$ cat src/rtl/instr_regmap_pkg.sv
// Constants for the instrument register map: function codes, register
// addresses, status bit positions and reset values.
// Assumes the link framing and checksum are handled upstream; only decoded
// register requests reach this block.
// Operation
// RULE_01 - status bit0 standby, bit1 output active
// RULE_02 - bits 4,5,6,8 trips; bit7 sense loss
// RULE_03 - bit9 set during internal shutdown condition
// RULE_04 - bit10 linear stage, bit11 resistor overpower
// RULE_05 - bit12 boot failed, bit13 boot pending
// RULE_06 - bit17 overvoltage, bit16 overcurrent product rating
// RULE_07 - bit19 aux fuse, bit33 input fuse
// RULE_08 - bit29 out of regulation, unexpected currents
// RULE_09 - bit32 one or more phases missing
// RULE_10 - bit34 fan stall, bits36-39 overheat faults
// RULE_11 - single write of 1/0 switches output
// RULE_12 - output state reads 1 only when active
// RULE_13 - two-register read returns averaged current float
// RULE_14 - voltage read, sense voltage when sensing engaged
// RULE_15 - two-register read returns averaged power float
// RULE_16 - current target written, read back paired
// RULE_17 - voltage target written, read back paired
// RULE_18 - power target written, read back paired
// RULE_19 - sustained overcurrent disconnects, raises current trip
// RULE_20 - sustained overvoltage disconnects, raises voltage trip
// RULE_21 - sustained overpower disconnects, raises power trip
// RULE_22 - status read as four registers, never clears
// RULE_23 - master accesses one value per request
// RULE_24 - high word first, halves updated together
package instr_regmap_pkg;
  // function codes
  localparam logic [7:0] FC_READ = 8'h03;
  localparam logic [7:0] FC_WRITE_ONE = 8'h06;
  localparam logic [7:0] FC_WRITE_MANY = 8'h10;
  // exception codes
  localparam logic [7:0] EXC_NONE = 8'h00;
  localparam logic [7:0] EXC_BAD_FUNC = 8'h01;
  localparam logic [7:0] EXC_BAD_ADDR = 8'h02;
  localparam logic [7:0] EXC_BAD_VALUE = 8'h03;
  // register counts
  localparam logic [15:0] CNT_WORD = 16'h0001;
  localparam logic [15:0] CNT_FLOAT = 16'h0002;
  localparam logic [15:0] CNT_STATUS = 16'h0004;
  // addresses
  localparam logic [15:0] ADDR_STATUS = 16'h10D0;
  localparam logic [15:0] ADDR_OUT_WRITE = 16'h10F0;
  localparam logic [15:0] ADDR_OUT_READ = 16'h1100;
  localparam logic [15:0] ADDR_MEAS_CURR = 16'h2010;
  localparam logic [15:0] ADDR_MEAS_VOLT = 16'h2020;
  localparam logic [15:0] ADDR_MEAS_PWR = 16'h2030;
  localparam logic [15:0] ADDR_CURR_TGT_W = 16'h3010;
  localparam logic [15:0] ADDR_CURR_TGT_R = 16'h3020;
  localparam logic [15:0] ADDR_VOLT_TGT_W = 16'h3030;
  localparam logic [15:0] ADDR_VOLT_TGT_R = 16'h3040;
  localparam logic [15:0] ADDR_PWR_TGT_W = 16'h3050;
  localparam logic [15:0] ADDR_PWR_TGT_R = 16'h3060;
  localparam logic [15:0] ADDR_CURR_LIM_W = 16'h4010;
  localparam logic [15:0] ADDR_CURR_LIM_R = 16'h4020;
  localparam logic [15:0] ADDR_VOLT_LIM_W = 16'h4030;
  localparam logic [15:0] ADDR_VOLT_LIM_R = 16'h4040;
  localparam logic [15:0] ADDR_PWR_LIM_W = 16'h4050;
  localparam logic [15:0] ADDR_PWR_LIM_R = 16'h4060;
  // output write values
  localparam logic [15:0] OUT_OFF = 16'h0000;
  localparam logic [15:0] OUT_ON = 16'h0001;
  // status bit positions used by this block
  localparam int BIT_STANDBY = 0;
  localparam int BIT_LIVE = 1;
  localparam int BIT_CURR_TRIP = 4;
  localparam int BIT_VOLT_TRIP = 5;
  localparam int BIT_PWR_TRIP = 6;
  localparam int BIT_SHUTDOWN = 9;
  // status bits taken straight from the fault pins
  localparam logic [63:0] PIN_FAULT_MASK = 64'h0000_00F7_200B_3F80;
  // quantity index for the three trip channels
  localparam int Q_CURR = 0;
  localparam int Q_VOLT = 1;
  localparam int Q_PWR = 2;
  localparam int NUM_Q = 3;
  // reset values
  localparam logic [31:0] FLOAT_ZERO = 32'h0000_0000;
  localparam logic [31:0] LIMIT_RESET = 32'h7F80_0000; // +inf, never trips
  localparam int TRIP_SAMPLES_DEF = 3;
endpackage

$ cat src/rtl/instr_regmap.sv
// Register bank of a programmable DC power instrument, reached by decoded
// register requests (read, write single, write multiple).
// Assumes a link front end delivers one request per pulse on the same clock,
// measurement averages arrive on the same clock with a sample strobe, and
// fault flags arrive asynchronously on pins.
`timescale 1ns/1ps
`default_nettype none
module instr_regmap
  import instr_regmap_pkg::*;
#(
  parameter int TRIP_SAMPLES = instr_regmap_pkg::TRIP_SAMPLES_DEF,
  parameter int TRIP_CNT_W = 4
) (
  // clock and reset
  input wire logic REF_CLK_IN,
  input wire logic RST_IN,
  // decoded register request
  input wire logic REQ_VALID_IN,
  input wire logic [7:0] REQ_FUNC_IN,
  input wire logic [15:0] REQ_ADDR_IN,
  input wire logic [15:0] REQ_COUNT_IN,
  input wire logic [31:0] REQ_DATA_IN,
  // register answer
  output logic RSP_VALID_OUT,
  output logic [7:0] RSP_EXC_OUT,
  output logic [63:0] RSP_DATA_OUT,
  // averaged measurements, same clock
  input wire logic SAMPLE_STB_IN,
  input wire logic [31:0] MEAS_CURR_IN,
  input wire logic [31:0] MEAS_PWR_IN,
  input wire logic [31:0] MEAS_VOLT_TERM_IN,
  input wire logic [31:0] MEAS_VOLT_SENSE_IN,
  input wire logic SENSE_ENGAGED_IN,
  // asynchronous fault pins, placed at status positions
  input wire logic [63:0] FAULT_PINS_IN,
  // regulation loop side
  output logic OUTPUT_ACTIVE_OUT,
  output logic [31:0] CURRENT_TARGET_OUT,
  output logic [31:0] VOLTAGE_TARGET_OUT,
  output logic [31:0] POWER_TARGET_OUT
);
  import instr_regmap_pkg::*;

  // true when float a is strictly above float b (NaN not handled)
  function automatic logic float_gt(input logic [31:0] a, input logic [31:0] b);
    logic res;
    res = 1'b0;
    if (a[31] != b[31])
      res = !a[31] && ((a[30:0] != 31'h0) || (b[30:0] != 31'h0));
    else if (!a[31])
      res = a[30:0] > b[30:0];
    else
      res = a[30:0] < b[30:0];
    return res;
  endfunction

  localparam logic [TRIP_CNT_W-1:0] TRIP_CNT_MAX = TRIP_CNT_W'(TRIP_SAMPLES);
  localparam logic [TRIP_CNT_W-1:0] TRIP_CNT_ONE = TRIP_CNT_W'(1);

  // fault pin synchroniser, second stage is the only reader of the first
  logic [63:0] fault_meta_r;
  logic [63:0] fault_sync_r;
  always_ff @(posedge REF_CLK_IN) begin
    if (RST_IN) begin
      fault_meta_r <= 64'h0;
      fault_sync_r <= 64'h0;
    end else begin
      fault_meta_r <= FAULT_PINS_IN;
      fault_sync_r <= fault_meta_r;
    end
  end

  // control and value state
  logic enable_r, enable_nxt;
  logic [NUM_Q-1:0] trip_r, trip_nxt;
  logic [TRIP_CNT_W-1:0] trip_cnt_r [NUM_Q];
  logic [TRIP_CNT_W-1:0] trip_cnt_nxt [NUM_Q];
  logic [31:0] target_r [NUM_Q];
  logic [31:0] target_nxt [NUM_Q];
  logic [31:0] limit_r [NUM_Q];
  logic [31:0] limit_nxt [NUM_Q];
  logic [31:0] meas_r [NUM_Q];
  logic [31:0] meas_nxt [NUM_Q];
  logic rsp_valid_r, rsp_valid_nxt;
  logic [7:0] rsp_exc_r, rsp_exc_nxt;
  logic [63:0] rsp_data_r, rsp_data_nxt;

  // live status word; shutdown also blocks the output
  logic shutdown;
  logic active;
  logic [63:0] status;
  assign shutdown = fault_sync_r[BIT_SHUTDOWN]; // RULE_03
  assign active = enable_r && (trip_r == '0) && !shutdown; // RULE_12
  always_comb begin
    status = fault_sync_r & PIN_FAULT_MASK; // RULE_02 RULE_04 RULE_05 RULE_06 RULE_07
    status[BIT_STANDBY] = !active; // RULE_01
    status[BIT_LIVE] = active; // RULE_01
    status[BIT_CURR_TRIP] = trip_r[Q_CURR]; // RULE_02
    status[BIT_VOLT_TRIP] = trip_r[Q_VOLT]; // RULE_02
    status[BIT_PWR_TRIP] = trip_r[Q_PWR]; // RULE_02
  end
  // RULE_08 RULE_09 RULE_10 bits 29, 32-34, 36-39 pass through the pin mask above

  // request decode
  logic is_read, is_wone, is_wmany;
  assign is_read = REQ_VALID_IN && (REQ_FUNC_IN == FC_READ);
  assign is_wone = REQ_VALID_IN && (REQ_FUNC_IN == FC_WRITE_ONE);
  assign is_wmany = REQ_VALID_IN && (REQ_FUNC_IN == FC_WRITE_MANY);

  // read data and its exception, one value per request
  logic [63:0] rd_data;
  logic [7:0] rd_exc;
  logic [15:0] rd_cnt;
  always_comb begin
    rd_data = 64'h0;
    rd_cnt = CNT_FLOAT;
    rd_exc = EXC_NONE;
    unique case (REQ_ADDR_IN)
      ADDR_STATUS: begin
        rd_data = status; // RULE_22
        rd_cnt = CNT_STATUS; // RULE_22
      end
      ADDR_OUT_READ: begin
        rd_data = {63'h0, active}; // RULE_12
        rd_cnt = CNT_WORD;
      end
      ADDR_MEAS_CURR: rd_data = {32'h0, meas_r[Q_CURR]}; // RULE_13
      ADDR_MEAS_VOLT: rd_data = {32'h0, meas_r[Q_VOLT]}; // RULE_14
      ADDR_MEAS_PWR: rd_data = {32'h0, meas_r[Q_PWR]}; // RULE_15
      ADDR_CURR_TGT_R: rd_data = {32'h0, target_r[Q_CURR]}; // RULE_16
      ADDR_VOLT_TGT_R: rd_data = {32'h0, target_r[Q_VOLT]}; // RULE_17
      ADDR_PWR_TGT_R: rd_data = {32'h0, target_r[Q_PWR]}; // RULE_18
      ADDR_CURR_LIM_R: rd_data = {32'h0, limit_r[Q_CURR]}; // RULE_19
      ADDR_VOLT_LIM_R: rd_data = {32'h0, limit_r[Q_VOLT]}; // RULE_20
      ADDR_PWR_LIM_R: rd_data = {32'h0, limit_r[Q_PWR]}; // RULE_21
      default: rd_exc = EXC_BAD_ADDR;
    endcase
    // a count that does not span exactly one value is refused
    if (rd_exc == EXC_NONE && REQ_COUNT_IN != rd_cnt) begin
      rd_exc = EXC_BAD_VALUE; // RULE_23
      rd_data = 64'h0;
    end
  end

  // multi-register write target: which bank and which quantity
  logic wm_hit_tgt, wm_hit_lim;
  logic [1:0] wm_q;
  always_comb begin
    wm_hit_tgt = 1'b0;
    wm_hit_lim = 1'b0;
    wm_q = 2'(Q_CURR);
    unique case (REQ_ADDR_IN)
      ADDR_CURR_TGT_W: wm_hit_tgt = 1'b1;
      ADDR_VOLT_TGT_W: begin
        wm_hit_tgt = 1'b1;
        wm_q = 2'(Q_VOLT);
      end
      ADDR_PWR_TGT_W: begin
        wm_hit_tgt = 1'b1;
        wm_q = 2'(Q_PWR);
      end
      ADDR_CURR_LIM_W: wm_hit_lim = 1'b1;
      ADDR_VOLT_LIM_W: begin
        wm_hit_lim = 1'b1;
        wm_q = 2'(Q_VOLT);
      end
      ADDR_PWR_LIM_W: begin
        wm_hit_lim = 1'b1;
        wm_q = 2'(Q_PWR);
      end
      default: ;
    endcase
  end

  // next state for all registers other than the fault synchroniser, and the answer
  logic wr_on, wr_off, wm_ok;
  logic over;
  always_comb begin
    enable_nxt = enable_r;
    trip_nxt = trip_r;
    trip_cnt_nxt = trip_cnt_r;
    target_nxt = target_r;
    limit_nxt = limit_r;
    meas_nxt = meas_r;
    rsp_valid_nxt = REQ_VALID_IN;
    rsp_exc_nxt = EXC_NONE;
    rsp_data_nxt = 64'h0;
    wr_on = 1'b0;
    wr_off = 1'b0;
    wm_ok = 1'b0;
    over = 1'b0;
    // answers
    if (is_read) begin
      rsp_exc_nxt = rd_exc;
      rsp_data_nxt = rd_data;
    end else if (is_wone) begin
      if (REQ_ADDR_IN != ADDR_OUT_WRITE)
        rsp_exc_nxt = EXC_BAD_ADDR;
      else if (REQ_DATA_IN[15:0] == OUT_ON)
        wr_on = 1'b1; // RULE_11
      else if (REQ_DATA_IN[15:0] == OUT_OFF)
        wr_off = 1'b1; // RULE_11
      else
        rsp_exc_nxt = EXC_BAD_VALUE;
    end else if (is_wmany) begin
      if (!wm_hit_tgt && !wm_hit_lim)
        rsp_exc_nxt = EXC_BAD_ADDR;
      else if (REQ_COUNT_IN != CNT_FLOAT)
        rsp_exc_nxt = EXC_BAD_VALUE; // RULE_23
      else
        wm_ok = 1'b1;
    end else if (REQ_VALID_IN) begin
      rsp_exc_nxt = EXC_BAD_FUNC;
    end
    // both halves land in one cycle, so no read sees a torn value
    if (wm_ok && wm_hit_tgt)
      target_nxt[wm_q] = REQ_DATA_IN; // RULE_16 RULE_17 RULE_18 RULE_24
    if (wm_ok && wm_hit_lim)
      limit_nxt[wm_q] = REQ_DATA_IN; // RULE_19 RULE_20 RULE_21 RULE_24
    // switching on restarts after a trip; off simply drops the output
    if (wr_on) begin
      enable_nxt = 1'b1; // RULE_11
      trip_nxt = '0;
      for (int i = 0; i < NUM_Q; i++)
        trip_cnt_nxt[i] = '0;
    end
    if (wr_off)
      enable_nxt = 1'b0; // RULE_11
    // snapshot measurements whole on the strobe
    if (SAMPLE_STB_IN) begin
      meas_nxt[Q_CURR] = MEAS_CURR_IN; // RULE_13
      meas_nxt[Q_VOLT] = SENSE_ENGAGED_IN ? MEAS_VOLT_SENSE_IN : MEAS_VOLT_TERM_IN; // RULE_14
      meas_nxt[Q_PWR] = MEAS_PWR_IN; // RULE_15
      // consecutive-sample trip check; a trip wins over a restart write
      for (int i = 0; i < NUM_Q; i++) begin
        over = float_gt(meas_nxt[i], limit_r[i]);
        if (!over)
          trip_cnt_nxt[i] = '0;
        else if (trip_cnt_r[i] != TRIP_CNT_MAX)
          trip_cnt_nxt[i] = trip_cnt_r[i] + TRIP_CNT_ONE;
        if (over && (trip_cnt_r[i] + TRIP_CNT_ONE >= TRIP_CNT_MAX)) begin
          trip_nxt[i] = 1'b1; // RULE_19 RULE_20 RULE_21
          enable_nxt = 1'b0; // RULE_19 RULE_20 RULE_21
        end
      end
    end
  end

  // register stage
  always_ff @(posedge REF_CLK_IN) begin
    if (RST_IN) begin
      enable_r <= 1'b0;
      trip_r <= '0;
      rsp_valid_r <= 1'b0;
      rsp_exc_r <= EXC_NONE;
      rsp_data_r <= 64'h0;
      for (int i = 0; i < NUM_Q; i++) begin
        trip_cnt_r[i] <= '0;
        target_r[i] <= FLOAT_ZERO;
        limit_r[i] <= LIMIT_RESET;
        meas_r[i] <= FLOAT_ZERO;
      end
    end else begin
      enable_r <= enable_nxt;
      trip_r <= trip_nxt;
      rsp_valid_r <= rsp_valid_nxt;
      rsp_exc_r <= rsp_exc_nxt;
      rsp_data_r <= rsp_data_nxt;
      trip_cnt_r <= trip_cnt_nxt;
      target_r <= target_nxt;
      limit_r <= limit_nxt;
      meas_r <= meas_nxt;
    end
  end

  // outputs
  assign RSP_VALID_OUT = rsp_valid_r;
  assign RSP_EXC_OUT = rsp_exc_r;
  assign RSP_DATA_OUT = rsp_data_r;
  assign OUTPUT_ACTIVE_OUT = active;
  assign CURRENT_TARGET_OUT = target_r[Q_CURR];
  assign VOLTAGE_TARGET_OUT = target_r[Q_VOLT];
  assign POWER_TARGET_OUT = target_r[Q_PWR];
endmodule // instr_regmap
`default_nettype wire

$ cat config.mk
export PLATFORM = sky130hd
export DESIGN_NAME = instr_regmap
export DESIGN_NICKNAME = d
export VERILOG_FILES = /design/src/rtl/instr_regmap_pkg.sv /design/src/rtl/instr_regmap.sv
export SDC_FILE = /design/constraint.sdc
export NUM_CORES = 1
export LEC_CHECK = 0
export ABC_AREA = 1
export BUFFER_PORTS_ARGS = -buffer_cell sky130_fd_sc_hd__buf_4
export CORE_MARGIN = 2
export CORE_UTILIZATION = 45
export CTS_CLUSTER_DIAMETER = 120
export DETAILED_ROUTE_END_ITERATION = 10
export PLACE_DENSITY = 0.79
export SYNTH_ARGS = -nofsm -noshare
export SYNTH_HDL_FRONTEND = slang
export SYNTH_SLANG_ARGS = --single-unit
$ cat constraint.sdc
create_clock -name REF_CLK_IN -period 2.8 [get_ports REF_CLK_IN]
set_clock_uncertainty 0.1 [all_clocks]
set_input_delay 0.14 -clock REF_CLK_IN [delete_from_list [all_inputs] [get_ports REF_CLK_IN]]
set_output_delay 0.14 -clock REF_CLK_IN [all_outputs]
set_load 0.1 [all_outputs]
==> metrics.txt <==
area occupied by multi-input gates=10,400 um2; per-cell routed wire length=19.6 um; number of fill cells=3,988; kind of critical path=input port to register; share of flip-flops with an asynchronous set or reset after synthesis=0%; detailed-router iteration count before antenna repair=7; gr usage total=34.1%; transition time at the pin with the least slew margin=1.02 ns; total negative slack=0 ns; post-synthesis sequential element count=382; deepest level of the CTS H-tree=2; number of buffers created by CTS=40; I/O pin count=439; dominant synthesized flop cell=sky130_fd_sc_hd__dfxtp_1; sequential cell area fraction in the yosys report=37.9%; number of sinks on the clock net=382; height of the die=216 um; time the worst path needs with I/O delays and setup=2.69 ns; Die Width=216 um; Final period util=95.9%; pin count of the biggest net entering global routing=83; Area Overhead vs Synth=32.3%; per-instance average area after synthesis=6.58 um2; max incr delay on CP=0.57 ns; worst hold path class=input port to register; Core Area=44,200 um2; data arrival time at the worst-slack endpoint=3.00 ns; Setup Buffers After CTS=0; fin nets=3,929; number of endpoints with negative hold slack in the final report=0; buffers and inverters on the worst path=6; number of slew-limit violations in the final report=0; CP Capture Type=register; number of global-route vias before repair=21,500; first-pass GRT wire length=123 mm; count of yosys warnings during synthesis=0; number of violations reported at the end of detailed-routing iteration 0=2,870; required time of the worst setup path=3.11 ns; kind of start point of the critical path=input port; routed via count=22,500; Core Util, Final=60.4%; maximum VDD drop=0.468 mV; layout cell share with drive strength beyond 1=14.3%; number of nets still failing antenna checks after routing=0; mean number of vias per cell=5.38; post-detail-place hpwl=58.1 mm; most repeated library cell on the critical path=sky130_fd_sc_hd__nand2_1; run status=finished clean; Starting Density=45.7%; CTS tree=done; cell family with most CP delay=buffers and inverters; most common library cell in the layout ignoring fill and taps=sky130_fd_sc_hd__nor2_1; FF+latch area=7650 um2; post-synthesis cell area=20,200 um2; CP cell instances=dlygate4sd3_1 -> buf_4 -> inv_1 -> nand2_1 -> nand2_1 -> dlygate4sd3_1 -> inv_1 -> ha_1 -> nand2_1 -> nor2_1 -> nand2_1 -> nor2_2 -> nand3_1 -> nand2_1 -> inv_1 -> nand2_1 -> nand3_4 -> nand2_2 -> a21oi_1; wirelength, routed=81.8 mm; Static Leak=13.4 nW; count of flip-flops with a built-in enable after synthesis=0; critical path fanouts, max=4; GRT overflow=0; number of I/O port buffers=361; number of buffers between clock root and the deepest sink=3; power density over the cells=472 nW/um2; Core Rows=77; cell count after synthesis=3,067; CP max-delay cell=sky130_fd_sc_hd__dlygate4sd3_1; root buffer cell=sky130_fd_sc_hd__clkbuf_16; achievable frequency=0.372 GHz; Routability Congestion=1.01; die area=46,600 um2; number of setup violations in the final report=0; DRC errors left=0; antenna violations before repair=3; Reg clk slew, reported paths=0.06 ns; clock insertion delay at the later pin of the skew report=0.56 ns; count of cell types in the netlist=43; worst slew margin relative to its limit=31.2%; commonest non-fill, non-tap cells in the layout=sky130_fd_sc_hd__nor2_1, sky130_fd_sc_hd__nand2_1, sky130_fd_sc_hd__buf_4, sky130_fd_sc_hd__dfxtp_1, sky130_fd_sc_hd__inv_1; max_cap viols=0
==> final timing paths <==
kind / end / cells past startpoint / from / slack, ns
worst max-delay path: trip_r[1] / 19 / MEAS_VOLT_TERM_IN[29] / 0.11
worst min-delay path: meas_r[35] / 7 / MEAS_VOLT_SENSE_IN[3] / 0.02
worst max register to register: enable_r / 13 / limit_r[26] / 0.43
worst min register to register: fault_sync_r[17] / 2 / fault_meta_r[17] / 0.30
==> state kept, by name (all words and copies together) (netlist names) <==
register,count
CURRENT_TARGET_OUT,32
POWER_TARGET_OUT,32
RSP_DATA_OUT,39
RSP_EXC_OUT,2
RSP_VALID_OUT,1
VOLTAGE_TARGET_OUT,32
enable_r,1
fault_meta_r,18
fault_sync_r,18
limit_r,96
meas_r,96
trip_cnt_r,12
trip_r,3
==> kinds of logic (layout without fill, tap and decap cells) <==
family,count (synthesis),in the layout,synth area share (%)
compound gates,458,458,12.3
xor+xnor,6,6,0.260
fa+ha+maj,99,99,6.13
buf+inv,567,1059,11.6
flops,382,382,37.9
other cells,1,33,0.0186
simple gates,1554,1554,31.8
==> layer usage <==
layer	track usage [%]	routed length, um	vias to the layer above
met1	40.5	29900	10100
met4	24.0	6750	0
met3	5.81	8360	364
li1	-	-	10700
met5	0	0	-
met2	56.0	36800	1416
==> final cells by class <==
cell class                 count  share of cell area [%]
antenna                        2                  0.0187
clock buffer                  57                    4.36
clock inverter                13                   0.576
inverter                     382                    5.39
multi-input combinational   2148                    38.7
sequential                   382                    28.6
tap                          592                    2.77
timing repair buffer         607                    19.5
==> synthesized netlist by cell type, types with 3 or more instances <==
master | count | area [um2]
sky130_fd_sc_hd__nand3_1 | 209 | 1050
sky130_fd_sc_hd__o22ai_1 | 10 | 62.6
sky130_fd_sc_hd__nand4_1 | 57 | 357
sky130_fd_sc_hd__o211a_1 | 8 | 80.1
sky130_fd_sc_hd__buf_1 | 6 | 22.5
sky130_fd_sc_hd__nor2_1 | 658 | 2470
sky130_fd_sc_hd__buf_4 | 31 | 233
sky130_fd_sc_hd__buf_2 | 36 | 180
sky130_fd_sc_hd__buf_6 | 7 | 78.8
sky130_fd_sc_hd__o21ai_0 | 282 | 1410
sky130_fd_sc_hd__xor2_1 | 3 | 26.3
sky130_fd_sc_hd__inv_2 | 6 | 22.5
sky130_fd_sc_hd__a21o_1 | 6 | 45.0
sky130_fd_sc_hd__a31oi_1 | 3 | 18.8
sky130_fd_sc_hd__nand2_1 | 574 | 2150
sky130_fd_sc_hd__ha_1 | 99 | 1240
sky130_fd_sc_hd__nor3b_1 | 3 | 22.5
sky130_fd_sc_hd__clkbuf_2 | 5 | 25.0
sky130_fd_sc_hd__o2111ai_1 | 11 | 96.3
sky130_fd_sc_hd__a21oi_1 | 119 | 596
sky130_fd_sc_hd__nand3_2 | 6 | 60.1
sky130_fd_sc_hd__nor3_2 | 3 | 30.0
sky130_fd_sc_hd__o211ai_1 | 10 | 75.1
sky130_fd_sc_hd__o2111a_1 | 4 | 45.0
sky130_fd_sc_hd__inv_1 | 374 | 1400
sky130_fd_sc_hd__nor3_1 | 27 | 135
sky130_fd_sc_hd__nor2_2 | 6 | 37.5
sky130_fd_sc_hd__dfxtp_1 | 382 | 7650
sky130_fd_sc_hd__clkbuf_1 | 100 | 375
sky130_fd_sc_hd__xnor2_1 | 3 | 26.3
==> metrics by stage <==
step | setup slack, ns | instance area [um2] | total power (W) | std cells | hold slack, ns
after detailed placement | 0.139 | 23400 | 0.00698 | 3915 | 0.245
final | 0.114 | 26700 | 0.0126 | 4183 | 0.0197
after global routing | -0.00427 | 26700 | 0.0130 | 4181 | 0.0675
after global placement | 0.176 | 23400 | 0.00696 | 3915 | 0.238
after CTS | 0.0562 | 26700 | 0.0126 | 4181 | 0.00853
after floorplan | 0.581 | 20300 | 0.00648 | 3097 | 0.147
==> repair_timing <==
item	4_1_cts	5_1_grt
hold buffers	196	0
endpoints found under the setup margin	0	6
resized for setup	0	10
hold endpoints to repair	326	0
==> worst reg2reg max path, stage by stage (launching register included) <==
cell	delay [ns]
sky130_fd_sc_hd__dfxtp_1	0.33
sky130_fd_sc_hd__inv_1	0.10
sky130_fd_sc_hd__ha_1	0.31
sky130_fd_sc_hd__nand2_1	0.05
sky130_fd_sc_hd__inv_1	0.06
sky130_fd_sc_hd__nand3_1	0.24
sky130_fd_sc_hd__nor3_1	0.23
sky130_fd_sc_hd__a21oi_1	0.15
sky130_fd_sc_hd__nand2_1	0.13
sky130_fd_sc_hd__nand3_1	0.16
sky130_fd_sc_hd__nand2_1	0.17
sky130_fd_sc_hd__nand2_1	0.10
sky130_fd_sc_hd__nand2_1	0.10
sky130_fd_sc_hd__nor2_1	0.04
==> report_power, final <==
| group | leakage, nW | internal, W | switching, W |
|---|---|---|---|
| clock | 0.651 | 0.00318 | 0.00230 |
| sequential | 3.11 | 0.00556 | 0.0000508 |
| combinational | 9.60 | 0.000615 | 0.000909 |
No activity file was read; power rests on OpenSTA's default activity.
